--- src/backlight_pkg.sv ---
package backlight_pkg;

	// Clock and time base
	localparam int unsigned CLK_PERIOD_NS = 5;
	localparam int unsigned CLK_PER_MS = 1000000 / CLK_PERIOD_NS;

	// Protection delays, printed figures in their own units
	localparam int unsigned T_STRIKE_MS = 1600;
	localparam int unsigned T_OPEN_NORM_MS = 10;
	localparam int unsigned T_SHORT_MS = 1;
	localparam int unsigned T_CMP_HIGH_MS = 10;
	localparam int unsigned STRIKE_CYC = T_STRIKE_MS * CLK_PER_MS;
	localparam int unsigned OPEN_NORM_CYC = T_OPEN_NORM_MS * CLK_PER_MS;
	localparam int unsigned SHORT_CYC = T_SHORT_MS * CLK_PER_MS;
	localparam int unsigned CMP_HIGH_CYC = T_CMP_HIGH_MS * CLK_PER_MS;
	localparam int unsigned TIMER_W = 32;

	// Bridge timing
	localparam int unsigned T_DEAD_NS = 200;
	localparam int unsigned DEAD_CYC = (T_DEAD_NS + CLK_PERIOD_NS - 1) / CLK_PERIOD_NS;
	// Shortest lag is 1/8 period, so diagonal overlap tops out at 87.5 %
	localparam int unsigned OVL_LAG_SHIFT = 3;
	localparam int unsigned PERIOD_W = 16;

	// Pulse counter limits
	localparam logic [5:0] OVP_PULSES = 6'h20;
	localparam logic [3:0] HFB_PULSES = 4'h8;

	// Positions of the comparator inputs in the synchronised bundle
	localparam int unsigned IN_SUPPLY = 0;
	localparam int unsigned IN_CHIP_ON = 1;
	localparam int unsigned IN_OVER_TEMP = 2;
	localparam int unsigned IN_SW_HIGH = 3;
	localparam int unsigned IN_SW_LOW = 4;
	localparam int unsigned IN_BR_HIGH = 5;
	localparam int unsigned IN_BR_LOW = 6;
	localparam int unsigned IN_DIM_BELOW = 7;
	localparam int unsigned IN_VMAX_1V8 = 8;
	localparam int unsigned IN_VMAX_2V = 9;
	localparam int unsigned IN_VMAX_2V2 = 10;
	localparam int unsigned IN_VMAX_3V = 11;
	localparam int unsigned IN_VMIN_0V3 = 12;
	localparam int unsigned IN_IMIN_1V = 13;
	localparam int unsigned IN_IMIN_0V5 = 14;
	localparam int unsigned IN_IMAX_3V5 = 15;
	localparam int unsigned IN_COMP_3V = 16;
	localparam int unsigned IN_COMP_RAMP = 17;
	localparam int unsigned IN_W = 18;

	typedef enum logic {
		RAMP_CHARGE = 1'b0,
		RAMP_DISCHARGE = 1'b1
	} ramp_t;

	typedef enum logic [1:0] {
		MODE_IDLE = 2'b00,
		MODE_STRIKE = 2'b01,
		MODE_NORMAL = 2'b10
	} mode_t;

	typedef enum logic [3:0] {
		FLT_NONE = 4'h0,
		FLT_ARC = 4'h1,
		FLT_THERMAL = 4'h2,
		FLT_OPEN_STRIKE = 4'h3,
		FLT_OPEN_NORMAL = 4'h4,
		FLT_SHORT = 4'h5,
		FLT_CMP_HIGH = 4'h6,
		FLT_OVER_VOLT = 4'h7,
		FLT_HIGH_FB = 4'h8
	} fault_t;

	// Values after reset
	localparam mode_t MODE_RST = MODE_IDLE;
	localparam ramp_t RAMP_RST = RAMP_CHARGE;
	localparam fault_t FAULT_RST = FLT_NONE;

endpackage : backlight_pkg

--- src/leg_if.sv ---
`timescale 1ns/1ps
interface leg_if;
	logic req;
	logic en;
	logic hi_on;
	logic lo_on;
	modport ctrl (output req, output en, input hi_on, input lo_on);
	modport leg (input req, input en, output hi_on, output lo_on);
endinterface : leg_if

--- src/sync3.sv ---
`timescale 1ns/1ps
module sync3 import backlight_pkg::*; #(
	parameter int unsigned W = 1
) (
	input wire logic sys_clk,
	input wire logic rst_b,
	input wire logic [W-1:0] d,
	output logic [W-1:0] q
);
	logic [W-1:0] s1_q;
	logic [W-1:0] s2_q;
	logic [W-1:0] s3_q;

	always_ff @(posedge sys_clk or negedge rst_b) begin
		if (!rst_b) begin
			s1_q <= '0;
			s2_q <= '0;
			s3_q <= '0;
		end else begin
			s1_q <= d;
			s2_q <= s1_q;
			s3_q <= s2_q;
		end
	end

	// A bit moves only once the second and third stage agree
	always_ff @(posedge sys_clk or negedge rst_b) begin
		if (!rst_b) begin
			q <= '0;
		end else begin
			q <= (s2_q & ~(s2_q ^ s3_q)) | (q & (s2_q ^ s3_q));
		end
	end
endmodule : sync3

--- src/bridge_leg.sv ---
`timescale 1ns/1ps
module bridge_leg import backlight_pkg::*; #(
	parameter int unsigned DEAD = DEAD_CYC
) (
	input wire logic sys_clk,
	input wire logic rst_b,
	leg_if.leg lg
);
	localparam int unsigned DW = $clog2(DEAD + 1);
	logic [DW-1:0] dead_q;
	logic [DW-1:0] off_cnt_q;
	logic want_hi;
	logic want_lo;

	assign want_hi = lg.en & lg.req;
	assign want_lo = lg.en & ~lg.req;

	// Turn-off is immediate; turn-on waits out the dead interval
	always_ff @(posedge sys_clk or negedge rst_b) begin
		if (!rst_b) begin
			lg.hi_on <= 1'b0;
			lg.lo_on <= 1'b0;
			dead_q <= '0;
		end else if (lg.hi_on && !want_hi) begin
			lg.hi_on <= 1'b0;
			dead_q <= DW'(DEAD);
		end else if (lg.lo_on && !want_lo) begin
			lg.lo_on <= 1'b0;
			dead_q <= DW'(DEAD);
		end else if (dead_q != '0) begin
			dead_q <= dead_q - 1'b1;
		end else if (want_hi && !lg.lo_on) begin
			lg.hi_on <= 1'b1;
		end else if (want_lo && !lg.hi_on) begin
			lg.lo_on <= 1'b1;
		end
	end

	always_ff @(posedge sys_clk or negedge rst_b) begin
		if (!rst_b) begin
			off_cnt_q <= DW'(DEAD);
		end else if (lg.hi_on || lg.lo_on) begin
			off_cnt_q <= '0;
		end else if (off_cnt_q != DW'(DEAD)) begin
			off_cnt_q <= off_cnt_q + 1'b1;
		end
	end
endmodule : bridge_leg

--- src/backlight_fault_supervisor.sv ---
`timescale 1ns/1ps
module backlight_fault_supervisor import backlight_pkg::*; #(
	parameter int unsigned STRIKE_LIMIT = STRIKE_CYC,
	parameter int unsigned OPEN_LIMIT = OPEN_NORM_CYC,
	parameter int unsigned SHORT_LIMIT = SHORT_CYC,
	parameter int unsigned CMP_LIMIT = CMP_HIGH_CYC
) (
	input wire logic sys_clk,
	input wire logic rst_b,
	input wire logic supply_ok,
	input wire logic chip_on_input,
	input wire logic over_temperature_fault,
	input wire logic switching_ramp_at_high,
	input wire logic switching_ramp_at_low,
	input wire logic burst_ramp_at_high,
	input wire logic burst_ramp_at_low,
	input wire logic dim_level_below_ramp,
	input wire logic vsense_max_above_1v8,
	input wire logic vsense_max_above_2v,
	input wire logic vsense_max_above_2v2,
	input wire logic vsense_max_above_3v,
	input wire logic vsense_min_below_0v3,
	input wire logic isense_min_below_1v,
	input wire logic isense_min_below_0v5,
	input wire logic isense_max_above_3v5,
	input wire logic compensation_node_above_3v,
	input wire logic compensation_node_above_ramp,
	output logic high_side_left_drive,
	output logic low_side_left_drive,
	output logic high_side_right_drive,
	output logic low_side_right_drive,
	output logic switching_ramp_discharge,
	output logic burst_ramp_discharge,
	output logic strike_mode,
	output logic volt_reg_mode,
	output logic comp_source_cut,
	output logic comp_source_off,
	output logic volt_loop_enable,
	output logic fault_latched,
	output logic [3:0] fault_cause
);
	function automatic ramp_t ramp_next(input ramp_t s, input logic hi, input logic lo);
		case (s)
			RAMP_CHARGE: ramp_next = hi ? RAMP_DISCHARGE : RAMP_CHARGE;
			RAMP_DISCHARGE: ramp_next = lo ? RAMP_CHARGE : RAMP_DISCHARGE;
			default: ramp_next = RAMP_CHARGE;
		endcase
	endfunction : ramp_next

	// Saturating persistence timer; any break in the condition restarts it
	function automatic logic [TIMER_W-1:0] tick(input logic [TIMER_W-1:0] c, input logic cond);
		if (!cond) begin
			tick = '0;
		end else if (c == '1) begin
			tick = c;
		end else begin
			tick = c + 1'b1;
		end
	endfunction : tick

	logic [IN_W-1:0] raw_in;
	logic [IN_W-1:0] in_s;
	logic run;
	mode_t mode_q;
	mode_t mode_d;
	logic striking;
	logic normal;
	logic fault_q;
	logic fault_set;
	fault_t cause_d;
	fault_t cause_q;
	ramp_t sw_q;
	ramp_t burst_q;
	logic cycle_start;
	logic burst_new;
	logic [TIMER_W-1:0] strike_cnt_q;
	logic [TIMER_W-1:0] open_cnt_q;
	logic [TIMER_W-1:0] short_cnt_q;
	logic [TIMER_W-1:0] cmp_cnt_q;
	logic vpulse_prev_q;
	logic ipulse_prev_q;
	logic ovp_edge;
	logic hfb_edge;
	logic [5:0] ovp_cnt_q;
	logic [3:0] hfb_cnt_q;
	logic [PERIOD_W-1:0] cyc_cnt_q;
	logic [PERIOD_W-1:0] period_q;
	logic left_phase_q;
	logic right_phase_q;
	logic right_done_q;
	logic lag_ok;
	logic drive_en_q;
	logic strike_q;
	logic vreg_q;
	logic src_cut_q;
	logic src_off_q;
	logic vloop_q;

	assign raw_in = {compensation_node_above_ramp, compensation_node_above_3v,
		isense_max_above_3v5, isense_min_below_0v5, isense_min_below_1v,
		vsense_min_below_0v3, vsense_max_above_3v, vsense_max_above_2v2,
		vsense_max_above_2v, vsense_max_above_1v8, dim_level_below_ramp,
		burst_ramp_at_low, burst_ramp_at_high, switching_ramp_at_low,
		switching_ramp_at_high, over_temperature_fault, chip_on_input, supply_ok};

	sync3 #(.W(IN_W)) u_sync (
		.sys_clk(sys_clk),
		.rst_b(rst_b),
		.d(raw_in),
		.q(in_s)
	);

	assign run = in_s[IN_SUPPLY] & in_s[IN_CHIP_ON];
	assign striking = (mode_q == MODE_STRIKE);
	assign normal = (mode_q == MODE_NORMAL);

	always_comb begin
		mode_d = mode_q;
		if (!run) begin
			mode_d = MODE_IDLE;
		end else begin
			case (mode_q)
				MODE_IDLE: mode_d = MODE_STRIKE;
				MODE_STRIKE: mode_d = in_s[IN_IMIN_1V] ? MODE_STRIKE : MODE_NORMAL;
				MODE_NORMAL: mode_d = MODE_NORMAL;
				default: mode_d = MODE_IDLE;
			endcase
		end
	end

	always_ff @(posedge sys_clk or negedge rst_b) begin
		if (!rst_b) begin
			mode_q <= MODE_RST;
			strike_q <= 1'b0;
		end else begin
			mode_q <= mode_d;
			strike_q <= (mode_d == MODE_STRIKE);
		end
	end

	// Oscillator sequencing, both ramps held charging while stopped
	always_ff @(posedge sys_clk or negedge rst_b) begin
		if (!rst_b) begin
			sw_q <= RAMP_RST;
			burst_q <= RAMP_RST;
		end else if (!run) begin
			sw_q <= RAMP_RST;
			burst_q <= RAMP_RST;
		end else begin
			sw_q <= ramp_next(sw_q, in_s[IN_SW_HIGH], in_s[IN_SW_LOW]);
			burst_q <= ramp_next(burst_q, in_s[IN_BR_HIGH], in_s[IN_BR_LOW]);
		end
	end

	assign cycle_start = run & (sw_q == RAMP_DISCHARGE) & in_s[IN_SW_LOW];
	assign burst_new = run & (burst_q == RAMP_DISCHARGE) & in_s[IN_BR_LOW];

	// Persistence timers, counted in system clocks
	always_ff @(posedge sys_clk or negedge rst_b) begin
		if (!rst_b) begin
			strike_cnt_q <= '0;
			open_cnt_q <= '0;
			short_cnt_q <= '0;
			cmp_cnt_q <= '0;
		end else begin
			strike_cnt_q <= tick(strike_cnt_q, run & striking & in_s[IN_IMIN_1V]);
			open_cnt_q <= tick(open_cnt_q, run & normal & in_s[IN_IMIN_0V5]);
			short_cnt_q <= tick(short_cnt_q, run & normal & in_s[IN_VMIN_0V3]);
			cmp_cnt_q <= tick(cmp_cnt_q, run & normal & in_s[IN_COMP_3V]);
		end
	end

	assign ovp_edge = in_s[IN_VMAX_2V] & ~vpulse_prev_q;
	assign hfb_edge = in_s[IN_IMAX_3V5] & ~ipulse_prev_q;

	// A pulse landing on the burst edge is kept as the first of the new count
	always_ff @(posedge sys_clk or negedge rst_b) begin
		if (!rst_b) begin
			vpulse_prev_q <= 1'b0;
			ipulse_prev_q <= 1'b0;
			ovp_cnt_q <= '0;
			hfb_cnt_q <= '0;
		end else begin
			vpulse_prev_q <= in_s[IN_VMAX_2V];
			ipulse_prev_q <= in_s[IN_IMAX_3V5];
			if (!(run && normal)) begin
				ovp_cnt_q <= '0;
				hfb_cnt_q <= '0;
			end else if (burst_new) begin
				ovp_cnt_q <= {5'h00, ovp_edge};
				hfb_cnt_q <= {3'h0, hfb_edge};
			end else begin
				if (ovp_edge && ovp_cnt_q != OVP_PULSES) begin
					ovp_cnt_q <= ovp_cnt_q + 1'b1;
				end
				if (hfb_edge && hfb_cnt_q != HFB_PULSES) begin
					hfb_cnt_q <= hfb_cnt_q + 1'b1;
				end
			end
		end
	end

	// Fault sources in priority order for the cause code
	always_comb begin
		cause_d = FLT_NONE;
		if (in_s[IN_VMAX_3V]) begin
			cause_d = FLT_ARC;
		end else if (in_s[IN_OVER_TEMP]) begin
			cause_d = FLT_THERMAL;
		end else if (striking && strike_cnt_q >= TIMER_W'(STRIKE_LIMIT)) begin
			cause_d = FLT_OPEN_STRIKE;
		end else if (normal && open_cnt_q >= TIMER_W'(OPEN_LIMIT)) begin
			cause_d = FLT_OPEN_NORMAL;
		end else if (normal && short_cnt_q >= TIMER_W'(SHORT_LIMIT)) begin
			cause_d = FLT_SHORT;
		end else if (normal && cmp_cnt_q >= TIMER_W'(CMP_LIMIT)) begin
			cause_d = FLT_CMP_HIGH;
		end else if (normal && ovp_cnt_q == OVP_PULSES) begin
			cause_d = FLT_OVER_VOLT;
		end else if (normal && hfb_cnt_q == HFB_PULSES) begin
			cause_d = FLT_HIGH_FB;
		end
	end

	assign fault_set = run & (cause_d != FLT_NONE);

	always_ff @(posedge sys_clk or negedge rst_b) begin
		if (!rst_b) begin
			fault_q <= 1'b0;
			cause_q <= FAULT_RST;
		end else if (!run) begin
			fault_q <= 1'b0;
			cause_q <= FLT_NONE;
		end else if (fault_set && !fault_q) begin
			fault_q <= 1'b1;
			cause_q <= cause_d;
		end
	end

	// Compensation steering follows the highest voltage sense
	always_ff @(posedge sys_clk or negedge rst_b) begin
		if (!rst_b) begin
			vreg_q <= 1'b0;
			src_cut_q <= 1'b0;
			src_off_q <= 1'b0;
			vloop_q <= 1'b0;
		end else begin
			vreg_q <= run & ~fault_q & in_s[IN_VMAX_2V];
			src_cut_q <= run & ~fault_q & in_s[IN_VMAX_1V8] & ~in_s[IN_VMAX_2V];
			src_off_q <= run & ~fault_q & in_s[IN_VMAX_2V];
			vloop_q <= run & ~fault_q & in_s[IN_VMAX_2V2];
		end
	end

	// Right leg lags left by the point where the ramp passes compensation
	assign lag_ok = cyc_cnt_q >= (period_q >> OVL_LAG_SHIFT);

	always_ff @(posedge sys_clk or negedge rst_b) begin
		if (!rst_b) begin
			cyc_cnt_q <= '0;
			period_q <= '1;
			left_phase_q <= 1'b0;
			right_phase_q <= 1'b0;
			right_done_q <= 1'b0;
		end else if (cycle_start) begin
			cyc_cnt_q <= '0;
			period_q <= cyc_cnt_q + 1'b1;
			left_phase_q <= ~left_phase_q;
			right_done_q <= 1'b0;
			if (!right_done_q) begin
				right_phase_q <= ~right_phase_q;
			end
		end else begin
			if (cyc_cnt_q != '1) begin
				cyc_cnt_q <= cyc_cnt_q + 1'b1;
			end
			if (!right_done_q && lag_ok && !in_s[IN_COMP_RAMP]) begin
				right_phase_q <= ~right_phase_q;
				right_done_q <= 1'b1;
			end
		end
	end

	always_ff @(posedge sys_clk or negedge rst_b) begin
		if (!rst_b) begin
			drive_en_q <= 1'b0;
		end else begin
			drive_en_q <= run & ~fault_q & ~fault_set &
				(striking | (normal & in_s[IN_DIM_BELOW]));
		end
	end

	leg_if left_leg ();
	leg_if right_leg ();
	assign left_leg.req = left_phase_q;
	assign left_leg.en = drive_en_q;
	assign right_leg.req = right_phase_q;
	assign right_leg.en = drive_en_q;

	bridge_leg #(.DEAD(DEAD_CYC)) u_left (
		.sys_clk(sys_clk),
		.rst_b(rst_b),
		.lg(left_leg.leg)
	);

	bridge_leg #(.DEAD(DEAD_CYC)) u_right (
		.sys_clk(sys_clk),
		.rst_b(rst_b),
		.lg(right_leg.leg)
	);

	assign high_side_left_drive = left_leg.hi_on;
	assign low_side_left_drive = left_leg.lo_on;
	assign high_side_right_drive = right_leg.hi_on;
	assign low_side_right_drive = right_leg.lo_on;
	assign switching_ramp_discharge = sw_q;
	assign burst_ramp_discharge = burst_q;
	assign strike_mode = strike_q;
	assign volt_reg_mode = vreg_q;
	assign comp_source_cut = src_cut_q;
	assign comp_source_off = src_off_q;
	assign volt_loop_enable = vloop_q;
	assign fault_latched = fault_q;
	assign fault_cause = cause_q;
endmodule : backlight_fault_supervisor

--- config.mk ---
export PLATFORM = sky130hd
export DESIGN_NAME = backlight_fault_supervisor
export DESIGN_NICKNAME = d
export VERILOG_FILES = /design/src/backlight_pkg.sv /design/src/leg_if.sv /design/src/sync3.sv /design/src/bridge_leg.sv /design/src/backlight_fault_supervisor.sv
export SDC_FILE = /design/constraint.sdc
export NUM_CORES = 1
export LEC_CHECK = 0
export BUFFER_PORTS_ARGS = -buffer_cell sky130_fd_sc_hd__buf_4
export CORE_UTILIZATION = 30
export DETAILED_ROUTE_END_ITERATION = 12
export GPL_TIMING_DRIVEN = 0
export REMOVE_ABC_BUFFERS = 1
export SETUP_SLACK_MARGIN = 0.15
export SLEW_MARGIN = 20
export SYNTH_ARGS = -nofsm -noshare
export SYNTH_HDL_FRONTEND = slang
export SYNTH_SLANG_ARGS = --single-unit
--- constraint.sdc ---
create_clock -name sys_clk -period 3.1 [get_ports sys_clk]
set_input_delay 0.31 -clock sys_clk [delete_from_list [all_inputs] [get_ports sys_clk]]
set_output_delay 0.31 -clock sys_clk [all_outputs]
set_load 0.05 [all_outputs]
# Word-level counts from Yosys, hierarchy flattened
# Index checks and enable logic that the tools add are counted.
[word_totals]
word_cells = 232
mem_bits_ro = 0
latch_bits = 0
reg_bits = 277
mem_count = 0
ramBits = 0
[op_classes]
div = 0
n_reduce_logical = 48
bitwise_logic = 43
n_eq_ne = 28
shift = 0
magnitude_cmp = 5
add_sub_neg = 9
n_mux = 66
multipliers = 0
[ops]
columns = ["op", "count"]
rows = [
  ["two-way mux 32 bit", 8],
  ["adder 32 x 1 -> 32 bit (second input constant)", 4],
  ["== test 32 bit (second input constant)", 4],
  ["greater-or-equal comparator 32 x 21 -> 1 bit (second input constant)", 2],
  ["two-way mux 6 bit", 9],
  ["two-way mux 4 bit", 13],
  ["bitwise AND 18 bit", 2],
  ["greater-or-equal comparator 32 x 18 -> 1 bit (second input constant)", 1],
  ["greater-or-equal comparator 32 x 29 -> 1 bit (second input constant)", 1],
  ["two-way mux 16 bit", 2],
  ["two-way mux 1 bit", 29],
  ["bitwise AND 1 bit", 26],
  ["logical AND 1 bit", 20],
  ["inequality test 2 x 1 -> 1 bit (second input constant)", 9],
  ["NOT 18 bit", 1],
  ["bitwise OR 18 bit", 1],
  ["XOR 18 bit", 1],
  ["adder 16 x 1 -> 16 bit (second input constant)", 1],
  ["greater-or-equal comparator 16 x 13 -> 1 bit", 1],
  ["inequality test 16 bit (second input constant)", 1],
  ["nonzero test 2 bit", 6],
  ["nonzero test 6 bit", 2],
  ["subtractor 6 x 1 -> 6 bit (second input constant)", 2],
  ["zero test 1 bit", 11],
  ["21 further kinds", 42],
]

# Longest topological paths before layout
# Gate-level depths: netlist of the first run.
[depth]
ltp_word = 15
ltp_mapped = 9
depth_no_buf = 9

# Hierarchy
# Synthesis of the first run repeated with hierarchy kept, for this count alone.
[hier_totals]
hier_cells = 1236
hier_area_um2 = 12751.0
[by_module_without_submodules]
columns = ["module", "n_inst", "cells_each", "area_each_um2", "seq_area_each_um2"]
rows = [
  ["backlight_fault_supervisor", 1, 1052, 9843.2, 4670.7],
  ["sync3", 1, 90, 2004.4, 1801.7],
  ["bridge_leg (u_left)", 1, 47, 452.9, 200.2],
  ["bridge_leg (u_right)", 1, 47, 450.4, 200.2],
]

# Worst setup path before layout of the first run
# No wires, ideal clock.
[synth_timing]
path_kind = "reg-to-reg"
startpoint = "register strike_cnt_q[30]"
endpoint = "register drive_en_q"
setup_time_ps = 96
stages_incl_launch_ff = 8
slack_ps = 811
arrival_time_ps = 2194
required_ps = 3004
n_path_buf = 0
cell_sequence = "dfrtp_1 -> or3_1 -> or3_1 -> or3_1 -> a21o_1 -> a311oi_2 -> nand2_2 -> nor4_2"
[synth_via]
elab_chain_len = 10
[synth_lines]
columns = ["item", "line", "rtl"]
rows = [
  ["start: declaration", "backlight_fault_supervisor.sv:76", "logic [TIMER_W-1:0] strike_cnt_q;"],
  ["start signal: assignment", "backlight_fault_supervisor.sv:166", "strike_cnt_q <= tick(strike_cnt_q, run & striking & in_s[IN_IMIN_1V]);"],
  ["greater-or-equal comparator 32 x 29 -> 1 bit", "backlight_fault_supervisor.sv:210", "end else if (striking && strike_cnt_q >= TIMER_W'(STRIKE_LIMIT)) begin"],
  ["logical AND 1 bit", "backlight_fault_supervisor.sv:210", ""],
  ["two-way mux 4 bit", "backlight_fault_supervisor.sv:210", ""],
  ["two-way mux 4 bit", "backlight_fault_supervisor.sv:208", "end else if (in_s[IN_OVER_TEMP]) begin"],
  ["two-way mux 4 bit", "backlight_fault_supervisor.sv:206", "if (in_s[IN_VMAX_3V]) begin"],
  ["nonzero test 4 bit", "backlight_fault_supervisor.sv:225", "assign fault_set = run & (cause_d != FLT_NONE);"],
  ["bitwise AND 1 bit", "backlight_fault_supervisor.sv:225", ""],
  ["NOT 1 bit", "backlight_fault_supervisor.sv:288", "drive_en_q <= run & ~fault_q & ~fault_set &"],
  ["bitwise AND 1 bit (2 in a row)", "backlight_fault_supervisor.sv:288", ""],
  ["end signal: assignment", "backlight_fault_supervisor.sv:288", ""],
  ["end: declaration", "backlight_fault_supervisor.sv:92", "logic drive_en_q;"],
]
# No other way between the ends.
# A chain may end at the register's enable or synchronous reset.

# Final worst setup path of the first run
[layout_timing]
startpoint = "register short_cnt_q[26]"
endpoint = "register drive_en_q"
[layout_via]
elab_chain_len = 12
[layout_lines]
columns = ["item", "line", "rtl"]
rows = [
  ["start: declaration", "backlight_fault_supervisor.sv:78", "logic [TIMER_W-1:0] short_cnt_q;"],
  ["start signal: assignment", "backlight_fault_supervisor.sv:168", "short_cnt_q <= tick(short_cnt_q, run & normal & in_s[IN_VMIN_0V3]);"],
  ["greater-or-equal comparator 32 x 18 -> 1 bit", "backlight_fault_supervisor.sv:214", "end else if (normal && short_cnt_q >= TIMER_W'(SHORT_LIMIT)) begin"],
  ["logical AND 1 bit", "backlight_fault_supervisor.sv:214", ""],
  ["two-way mux 4 bit", "backlight_fault_supervisor.sv:214", ""],
  ["two-way mux 4 bit", "backlight_fault_supervisor.sv:212", "end else if (normal && open_cnt_q >= TIMER_W'(OPEN_LIMIT)) begin"],
  ["two-way mux 4 bit", "backlight_fault_supervisor.sv:210", ""],
  ["two-way mux 4 bit", "backlight_fault_supervisor.sv:208", ""],
  ["two-way mux 4 bit", "backlight_fault_supervisor.sv:206", ""],
  ["nonzero test 4 bit", "backlight_fault_supervisor.sv:225", ""],
  ["bitwise AND 1 bit", "backlight_fault_supervisor.sv:225", ""],
  ["NOT 1 bit", "backlight_fault_supervisor.sv:288", ""],
  ["bitwise AND 1 bit (2 in a row)", "backlight_fault_supervisor.sv:288", ""],
]
# No other way between the ends.

==> results.md, run 1 <==
- Sink Count: approximately 270
- Post-synthesis to final-layout area growth: 16.6%
- Vias in the first global route: 8786
- Clk root buf: clkbuf_16
- Util after Layout: 35.8%
- Setup crit end kind: register
- Clk_lat worst skew: approximately 0.56 ns
- R2r setup slk: around 0.29 ns
- YS warnings: 0
- Worst Hold Path Cells: 0
- Pre-CTS WS: -0.178 ns
- Worst reg2reg path startpoint: short_cnt_q[26]$_DFFE_PN0P_
- N_diodes: 0
- Setup crit end: drive_en_q$_DFF_PN0_
- First-pass GRT wire length: 42900 um
- Initial antenna violation count: 0
- DRC: 3
- Setup violators final: 0
- Worst path cell trace: or4_1 -> nor4_2 -> o211ai_1 -> a41oi_1 -> nand2_2 -> nor4_2
- Rel. slew slack: 43.0%
- Critical path class: register to register
- Cells after Synth: approximately 1200
- Status: complete, but fails checks
- Register bit total from synthesis: 274
- Total GRT Usage: 11.7%
- CTS tree: built
- Slowest stage delay, CP: 0.55 ns
- Crit path DAT: 3.20 ns
- Failing checks: design-rule violations
- Vias per cell: roughly 4.8
- CORE AREA: about 0.04 sq mm
- Drt total wl: 24500 um
- Post-Syn Area: 0.0126 sq mm
- Die H: between 200 and 250 um
- Worst Clk Skew: 0.0162 ns
- Final hold vios: 0
- Crit Reg-Reg Endpoint: drive_en_q$_DFF_PN0_
- Tmin final: 2.81 ns
- Fmax: about 0.36 GHz
- Yosys cell types: 65
- Fillers: 4097
- DR WL/cell: 13.3 um
- Unrepaired setup endpoints after global routing: false
- Post-CTS Setup Bufs: 0
- Row count: 74
- First drt pass iteration count: 8
- Top cells by area, synth: dfrtp_1, nor2_1, xnor2_1
- CP max-delay cell: or4_1
- Hold crit path type: register to register
- PD cells: 588 mW/mm^2
- Largest net degree at the start of global routing: 100
- GPL Wtd Cong: 0.767
- 1st-iter DRT viols: 599
- Worst Tran Pin Value: 0.847 ns
- CTS Buf Count: 29
- Leak pwr: 6.00 nW
- Via count: 8869
- Die width: 207 um
- Yosys top cell by area: dfrtp_1
- Sequential share of the synthesized area: 54.5%
- Die footprint: between 0.04 and 0.05 sq mm
- Critical Path RT: about 3.5 ns
- Final period util: 90.6%
- Number of enable flip-flop cells after synthesis: 0
- Nature of the critical path startpoint: register
- Num ports: 36
- Post-synth top area share: 51.8%
- Ys flop type: dfrtp_1
- R2R depth: 6
- Initial Utilization: a little over 30%
- Cell mode on critical path: nor4_2
- Layout Cells excl Fill: around 1800
- Post-synth ARST share: between 90% and 100%
- Worst-path clk slew: 0.06 ns
- Crit path max fanout: 6
- HPWL after DPL: ~16000 um
- Share of post-route cells with drive strength above 1: 9.06%
- Setup crit start: short_cnt_q[26]$_DFFE_PN0P_
- Final total power: 8.64 mW
- Final slew viol count: 0
- Htree depth: 1
- GRT overflow: 0
- Max Cap Viol: 0
- Clock Path Buffers: 3
- Final nets: 1344
- # placed instances: 1776
- Post-route worst setup slack: 0.291 ns
- Port Buf Inserts: 35
- Max IR drop VDD: around 0.36 mV
- Post-DRT Antenna Nets: 0
- Synth Area per Inst: 10.2 sq um
- Min Hold Slack: between 0.3 and 0.4 ns
[synth_stat cells, types with 18 or more instances]
master and number:
dfrtp_1 261, nor2_1 191, nand2_1 95, xnor2_1 68, xor2_1 61, nand3_1 58, a21oi_1 46, inv_1 45
o21ai_0 42, nor3_1 40, nand4_1 36, and3_1 34, ha_1 30, clkbuf_1 25, or3_1 23, nor4_1 21
and4_1 19, maj3_1 18
[how the worst min path moves through the flow]
stage / from / end
after floorplan: rst_b / asynchronous set/reset pin
after global placement: u_sync.s1_q[1]$_DFF_PN0_ / u_sync.s2_q[1]$_DFF_PN0_
after detailed placement: u_sync.s1_q[3]$_DFF_PN0_ / u_sync.s2_q[3]$_DFF_PN0_
after CTS: u_sync.s1_q[6]$_DFF_PN0_ / u_sync.s2_q[6]$_DFF_PN0_
after global routing: u_sync.s1_q[1]$_DFF_PN0_ / u_sync.s2_q[1]$_DFF_PN0_
final: u_sync.s1_q[6]$_DFF_PN0_ / u_sync.s2_q[6]$_DFF_PN0_
[power breakdown]
part           internal (mW)  leakage [nW]  switching, mW  total (mW)
registers               3.83          3.56          0.235        4.07
clock network           2.27         0.496           1.40        3.67
logic                  0.423          1.94          0.485       0.908
[stage by stage]
step	instance area, sq um	setup TNS [ns]
3_5_place_dp	13500	-0.347
3_3_place_gp	13400	-173.82
5_1_grt	14700	0
2_1_floorplan	12500	0
6_report	14700	0
4_1_cts	14700	0
[layer usage]
| layer | wire (um) | share of wire [%] | track usage, % |
|---|---|---|---|
| met1 | 12300 | 50 | 16.4 |
| met2 | 11000 | 45 | 18.7 |
| met3 | 728 | 3.0 | 2.12 |
| met4 | 508 | 2.1 | 3.04 |
| met5 | 0 | 0 | 0 |
[cell usage in the layout, fill, tap and decap left out, types with 30 or more instances in the layout]
cell type  count
nor3_1        40
xnor2_1       68
o21ai_0       42
nand2_1       91
nand4_1       36
xor2_1        61
nor2_1       190
ha_1          30
and3_1        34
buf_4         34
a21oi_1       46
dfrtp_1      261
nand3_1       56
inv_1         45
[registers in the layout, indices dropped and copies added (netlist names), 6 cells and up, named ones only]
register and cells:
u_sync.s3_q 18, ovp_cnt_q 6, cmp_cnt_q 32, cyc_cnt_q 16
period_q 13, open_cnt_q 32, u_left.dead_q 6, u_right.dead_q 6
strike_cnt_q 32, u_sync.s2_q 18, short_cnt_q 32, u_sync.s1_q 18
[cell type report]
| class | instances | area (sq um) | share of cell area, % |
|---|---|---|---|
| well taps | 532 | 666 | 4.53 |
| flip-flops and latches | 274 | 6870 | 46.7 |
| inverters | 45 | 169 | 1.15 |
| clock inverters | 9 | 174 | 1.18 |
| clock buffers | 42 | 835 | 5.68 |
| multi-input cells | 888 | 5470 | 37.2 |
| repair buffers | 56 | 515 | 3.51 |
[repair_timing]
item / 4_1_cts / 5_1_grt
setup endpoints to repair: 3 / 2
gates resized for setup: 2 / 2
hold endpoints to repair: 102 / 0
hold buffers: 19 / 0
[kinds of logic (layout without fill, tap and decap cells)]
logic type	Yosys count	after routing	share of synthesized area, %
buffers and inverters	74	152	2.32
and+or+nand+nor	567	567	22.6
xor gates and xnor gates	129	129	8.96
adders and majority gates	48	48	4.41
muxes	8	8	0.645
AOI/OAI and AO/OA	136	136	6.61
DFF	274	274	54.5
[critical path, delay by kind of cell (launching register included)]
kind             cells  cell delay, ns
AO/OA/AOI/OAI        2            0.58
AND/OR/NAND/NOR      4            1.61
flip-flops           1            0.45
Power figures use the tool's default switching activity.
==> run 2, diff against run 1 <==
--- a/config.mk
+++ b/config.mk
@@ -6,9 +6,12 @@
 export NUM_CORES = 1
 export LEC_CHECK = 0
 export BUFFER_PORTS_ARGS = -buffer_cell sky130_fd_sc_hd__buf_4
+export CELL_PAD_IN_SITES_DETAIL_PLACEMENT = 0
+export CELL_PAD_IN_SITES_GLOBAL_PLACEMENT = 2
 export CORE_UTILIZATION = 30
 export DETAILED_ROUTE_END_ITERATION = 12
 export GPL_TIMING_DRIVEN = 0
+export PLACE_DENSITY_LB_ADDON = 0.1
 export REMOVE_ABC_BUFFERS = 1
 export SETUP_SLACK_MARGIN = 0.15
 export SLEW_MARGIN = 20
==> run 2 against run 1 <==
Against the previous run:
- the run now ends clean
- design area grew 1.9%
- sequential power is essentially flat
- non-clock buffer count grew 3
- global-route usage grew 1.7 points
==> results.md, run 2 (synthesized netlist as in run 1, its figures left out) <==
- Status: finished clean (was complete, but fails checks)
- Max Cap Viol: 0 (unchanged)
- Port Buf Inserts: 35 (unchanged)
- Row count: 74 (unchanged)
- Initial antenna violation count: 0 (unchanged)
- PD cells: 618 mW/mm^2 (was 588 mW/mm^2)
- Htree depth: 2 (was 1)
- Util after Layout: 36.5% (was 35.8%)
- 1st-iter DRT viols: 371 (was 599)
- Post-DRT Antenna Nets: 0 (unchanged)
- Nature of the critical path startpoint: register (unchanged)
- Worst path cell trace: and4_1 -> and4_1 -> and4_1 -> nor4_1 -> nand3_1 -> xor2_1 -> nor2_1 (was or4_1 -> nor4_2 -> o211ai_1 -> a41oi_1 -> nand2_2 -> nor4_2)
- # placed instances: 1778 (was 1776)
- R2R depth: 7 (was 6)
- Largest delay share family, worst path: simple AND/OR/NAND/NOR gates (unchanged)
- DP Area: 0.0135 sq mm (about the same)
- Worst reg2reg path startpoint: strike_cnt_q[15]$_DFFE_PN0P_ (was short_cnt_q[26]$_DFFE_PN0P_)
- Max IR drop VDD: 0.249 mV (was 0.359 mV)
- Commonest non-fill, non-tap cell in the layout: dfrtp_1 (unchanged)
- Crit path max fanout: 9 (was 6)
- First drt pass iteration count: 6 (was 8)
- Worst-path clk slew: 0.06 ns (about the same)
- Worst path bufs/invs: 0 (unchanged)
- Largest net degree at the start of global routing: 94 (was 100)
- First-pass GRT wire length: 47800 um (was 42900 um)
- Sink Count: 274 (unchanged)
- Setup violators final: 0 (unchanged)
- Tmin final: 2.64 ns (was 2.81 ns)
- Vias per cell: 4.74 (was 4.80)
- Critical path class: register to register (unchanged)
- Die H: 207 um (unchanged)
- Crit path DAT: 3.06 ns (was 3.20 ns)
- Via count: 8814 (was 8869)
- Clock share of power: 46.1% (was 42.4%)
- Share of post-route cells with drive strength above 1: 10.4% (was 9.06%)
- P_int: 6.93 mW (was 6.53 mW)
- Die width: 207 um (unchanged)
- Most frequent cells in the layout: dfrtp_1, nor2_1, nand2_1, xnor2_1, xor2_1 (unchanged)
- CP max-delay cell: nor4_1 (was or4_1)
- CTS Buf Count: 36 (was 29)
- DRC: 0 (was 3)
- Die footprint: 0.0429 sq mm (unchanged)
- Num ports: 36 (unchanged)
- Min Hold Slack: 0.301 ns (was 0.341 ns)
- Initial Utilization: 30.7% (unchanged)
- GRT overflow: 0 (unchanged)
- DR WL/cell: 14.9 um (was 13.3 um)
- Combinational fraction of design power: 9.9% (was 10.5%)
- Setup crit end kind: register (unchanged)
- Leak pwr: 6.14 nW (was 6.00 nW)
- Drt total wl: 27700 um (was 24500 um)
- Final slew viol count: 0 (unchanged)
- CTS tree: built (unchanged)
- Clk root buf: clkbuf_16 (unchanged)
- Proportion of power drawn by flip-flops and latches: 43.9% (was 47.1%)
- Worst Clk Skew: 0.0270 ns (was 0.0162 ns)
- Final period util: 85.3% (was 90.6%)
- Unrepaired setup endpoints after global routing: false (unchanged)
- Slowest stage delay, CP: 0.79 ns (was 0.55 ns)
- Fmax: 0.378 GHz (was 0.356 GHz)
- Cell mode on critical path: and4_1 (was nor4_2)
- Final hold vios: 0 (unchanged)
- Switch share: 25.2% (was 24.5%)
- R2r setup slk: 0.46 ns (was 0.29 ns)
- Clock Path Buffers: 3 (unchanged)
- HPWL after DPL: 18100 um (was 16000 um)
- Vias in the first global route: 8991 (was 8786)
- GPL Wtd Cong: 0.723 (was 0.767)
- Rel. slew slack: 34.0% (was 43.0%)
- Clk_lat worst skew: 0.55 ns (was 0.56 ns)
- N_diodes: 0 (unchanged)
- Hold crit path type: input port to asynchronous set/reset pin (was register to register)
- Layout Cells excl Fill: 1861 (was 1846)
- Total GRT Usage: 13.5% (was 11.7%)
- Post-synthesis to final-layout area growth: 18.9% (was 16.6%)
- CORE AREA: 0.0411 sq mm (unchanged)
- Crit Reg-Reg Endpoint: strike_cnt_q[21]$_DFFE_PN0P_ (was drive_en_q$_DFF_PN0_)
- Post-route cell area: 0.0150 sq mm (was 0.0147 sq mm)
- Psw: 2.34 mW (was 2.12 mW)
- Worst Tran Pin Value: 0.981 ns (was 0.847 ns)
- Critical Path RT: 3.51 ns (was 3.49 ns)
- Final nets: 1354 (was 1344)
==> run 2: changes by cell type in the layout (fill, tap and decap cells not counted), moves of 2 or more <==
cell | previous run | this run
clkbuf_8 | 6 | 10
bufinv_16 | 5 | 3
buf_16 | 2 | 4
clkbuf_1 | 7 | 3
clkbuf_16 | 29 | 37
clkinv_2 | 3 | 7
==> run 2: what timing repair did <==
item	in CTS	in global routing
buffers inserted	0	1
pin swaps	0	1
hold buffers	19	0
endpoints found under the setup margin	2	8
gates resized for setup	1	2
endpoints found under the hold margin	72	0
==> run 2: through the flow <==
step	total power [mW]	TNS [ns]	setup slack (ns)
after floorplan	4.72	0	0.809
after global placement	5.04	-230.75	-0.920
final	9.27	0	0.455
after CTS	9.48	0	0.331
after detailed placement	5.06	0	0.0834
after global routing	9.75	0	0.163
==> run 2: per-layer routing <==
layer / track usage [%] / vias to the layer above / routed length, um
li1: - / 4431 / -
met1: 18.9 / 4259 / 14000
met2: 20.7 / 74 / 12300
met3: 2.40 / 50 / 764
met4: 5.10 / 0 / 667
met5: 0 / - / 0
==> run 2: area by class of cell <==
cell class | count | area (sq um)
Timing Repair Buffer | 59 | 578
Fill cell | 4180 | 26100
Tap cell | 532 | 666
Clock inverter | 13 | 150
Clock buffer | 50 | 1070
Multi-Input combinational cell | 888 | 5480
Sequential cell | 274 | 6870
Inverter | 45 | 169
==> run 2: worst max path at each step <==
stage / to / cells after the start / from / slack (ns)
2_1_floorplan: drive_en_q$_DFF_PN0_ / 7 / strike_cnt_q[30]$_DFFE_PN0P_ / 0.81
3_3_place_gp: u_sync.s1_q[10]$_DFF_PN0_ / 1 / rst_b / -0.92
3_5_place_dp: short_cnt_q[29]$_DFFE_PN0P_ / 6 / register / 0.08
4_1_cts: short_cnt_q[29]$_DFFE_PN0P_ / 6 / register / 0.33
5_1_grt: short_cnt_q[29]$_DFFE_PN0P_ / 6 / register / 0.16
6_report: strike_cnt_q[21]$_DFFE_PN0P_ / 7 / strike_cnt_q[15]$_DFFE_PN0P_ / 0.46
==> run 2: power by group through the flow <==
| stage | clock network (mW) | logic, mW | registers [mW] |
|---|---|---|---|
| detailed placement | 0 | 0.927 | 4.14 |
| global route | 4.58 | 1.05 | 4.11 |
| finish | 4.27 | 0.922 | 4.07 |
| floorplan | 0 | 0.620 | 4.10 |
| CTS | 4.46 | 0.947 | 4.08 |
| global placement | 0 | 0.904 | 4.13 |
==> run 3, diff against run 2 <==
--- a/config.mk
+++ b/config.mk
@@ -11,6 +11,7 @@
 export CORE_UTILIZATION = 30
 export DETAILED_ROUTE_END_ITERATION = 12
 export GPL_TIMING_DRIVEN = 0
+export MAX_ROUTING_LAYER = met4
 export PLACE_DENSITY_LB_ADDON = 0.1
 export REMOVE_ABC_BUFFERS = 1
 export SETUP_SLACK_MARGIN = 0.15
==> run 3 against run 2 <==
Against the previous run:
- design area stayed put
- clock skew hardly changed
- first-iteration DRC count is 9.7% higher
- critical path type unchanged
- critical path depth stayed put
- clock power hardly changed
- combinational power hardly changed
- hold slack worse by 0.00095 ns
- cell count stayed put
- non-clock buffer count stayed put
==> results.md, run 3 (synthesized netlist as in run 1, its figures left out) <==
- Final period util: 85.2% (was 85.3%)
- Final nets: 1354 (unchanged)
- Die footprint: 0.0429 sq mm (unchanged)
- Row count: 74 (unchanged)
- Sink Count: 274 (unchanged)
- Via count: 8837 (was 8814)
- Post-route worst setup slack: 0.460 ns (was 0.455 ns)
- # placed instances: 1778 (unchanged)
- Max Cap Viol: 0 (unchanged)
- Nature of the critical path startpoint: register (unchanged)
- Clk_lat worst skew: 0.55 ns (about the same)
- Setup violators final: 0 (unchanged)
- Crit Reg-Reg Endpoint: strike_cnt_q[21]$_DFFE_PN0P_ (unchanged)
- CTS tree: built (unchanged)
- Critical path class: register to register (unchanged)
- Share of post-route cells with drive strength above 1: 10.4% (unchanged)
- GRT overflow: 0 (unchanged)
- Total GRT Usage: 13.9% (was 13.5%)
- CTS Buf Count: 36 (unchanged)
- Max IR drop VDD: 0.249 mV (about the same)
- Worst reg2reg path startpoint: strike_cnt_q[15]$_DFFE_PN0P_ (unchanged)
- DRC: 0 (unchanged)
- Worst path bufs/invs: 0 (unchanged)
- Setup crit end kind: register (unchanged)
- Initial antenna violation count: 0 (unchanged)
- Commonest non-fill, non-tap cell in the layout: dfrtp_1 (unchanged)
- Final hold vios: 0 (unchanged)
- Util after Layout: 36.5% (unchanged)
- Status: finished clean (unchanged)
- Largest delay share family, worst path: simple AND/OR/NAND/NOR gates (unchanged)
- Leak pwr: 6.14 nW (unchanged)
- Post-route cell area: 0.0150 sq mm (unchanged)
- Hold crit path type: input port to asynchronous set/reset pin (unchanged)
- Vias per cell: 4.75 (was 4.74)
- CP max-delay cell: nor4_1 (unchanged)
- Post-DRT Antenna Nets: 0 (unchanged)
- Crit path max fanout: 9 (unchanged)
- Worst Tran Pin Value: 0.972 ns (was 0.981 ns)
- First-pass GRT wire length: 47700 um (was 47800 um)
- Most frequent cells in the layout: dfrtp_1, nor2_1, nand2_1, xnor2_1, xor2_1 (unchanged)
- Fmax: 0.379 GHz (was 0.378 GHz)
- Cell mode on critical path: and4_1 (unchanged)
- Final slew viol count: 0 (unchanged)
- Crit path DAT: 3.06 ns (about the same)
- R2R depth: 7 (unchanged)
- Worst path cell trace: and4_1 -> and4_1 -> and4_1 -> nor4_1 -> nand3_1 -> xor2_1 -> nor2_1 (unchanged)
- Clk root buf: clkbuf_16 (unchanged)
- Worst-path clk slew: 0.06 ns (about the same)
- HPWL after DPL: 18100 um (unchanged)
- N_diodes: 0 (unchanged)
- Unrepaired setup endpoints after global routing: false (unchanged)
- Tmin final: 2.64 ns (about the same)
- Clock Path Buffers: 3 (unchanged)
- Drt total wl: 27700 um (about the same)
- Pre-CTS WS: 0.0834 ns (unchanged)
- Largest net degree at the start of global routing: 94 (unchanged)
- Die H: 207 um (unchanged)
- Slowest stage delay, CP: 0.78 ns (was 0.79 ns)
- Htree depth: 2 (unchanged)
- R2r setup slk: 0.46 ns (about the same)
- DR WL/cell: 14.9 um (about the same)
- Port Buf Inserts: 35 (unchanged)
- Post-synthesis to final-layout area growth: 18.9% (unchanged)
- Min Hold Slack: 0.300 ns (was 0.301 ns)
- GPL Wtd Cong: 0.731 (was 0.723)
- Worst Clk Skew: 0.0271 ns (was 0.0270 ns)
- 1st-iter DRT viols: 407 (was 371)
- PD cells: 618 mW/mm^2 (about the same)
- TNS Setup: 0 ns (unchanged)
- Rel. slew slack: 34.6% (was 34.0%)
- Num ports: 36 (unchanged)
- Layout Cells excl Fill: 1861 (unchanged)
- Vias in the first global route: 8991 (unchanged)
- CORE AREA: 0.0411 sq mm (unchanged)
- DP Area: 0.0135 sq mm (unchanged)
- First drt pass iteration count: 6 (unchanged)
- Initial Utilization: 30.7% (unchanged)
- Die width: 207 um (unchanged)
- Critical Path RT: 3.52 ns (was 3.51 ns)
- Final total power: 9.27 mW (about the same)
==> run 3: cell counts in the layout (fill, tap and decap cells not counted) <==
Identical to the previous run, type by type.
==> run 3: layout make-up <==
class / instances / area (sq um)
clock inverter: 13 / 150
multi-input combinational: 888 / 5480
inverter: 45 / 169
clock buffer: 50 / 1070
sequential: 274 / 6870
timing repair buffer: 59 / 578
fill: 4180 / 26100
tap: 532 / 666
==> run 3: how the worst max path moves through the flow <==
stage	slack [ns]	depth (start not counted)	to	from
after detailed placement	0.08	6	short_cnt_q[29]$_DFFE_PN0P_	register
after global routing	0.16	6	short_cnt_q[29]$_DFFE_PN0P_	register
final	0.46	7	strike_cnt_q[21]$_DFFE_PN0P_	strike_cnt_q[15]$_DFFE_PN0P_
after floorplan	0.81	7	drive_en_q$_DFF_PN0_	strike_cnt_q[30]$_DFFE_PN0P_
after global placement	-0.92	1	u_sync.s1_q[10]$_DFF_PN0_	rst_b
after CTS	0.33	6	short_cnt_q[29]$_DFFE_PN0P_	register
==> run 3: power breakdown <==
part,switching [mW],internal (mW),leakage [nW]
clock,1.61,2.66,0.610
combinational,0.494,0.428,1.97
sequential,0.238,3.83,3.56
total,2.34,6.93,6.14
==> run 3: metal layers <==
metal	GRT usage (%)	part of all wire (%)	vias up
met1	18.9	50	4283
met2	20.7	44	68
met4	5.10	2.4	0
li1	-	-	4430
met5	-	0	-
met3	2.40	2.7	56
==> run 3: what timing repair did <==
action / 4_1_cts / 5_1_grt
cloned: 0 / 0
setup endpoints to repair: 2 / 8
setup buffers: 0 / 1
hold endpoints to repair: 72 / 0
hold buffers: 19 / 0
pin swaps: 0 / 1
resized for setup: 1 / 2
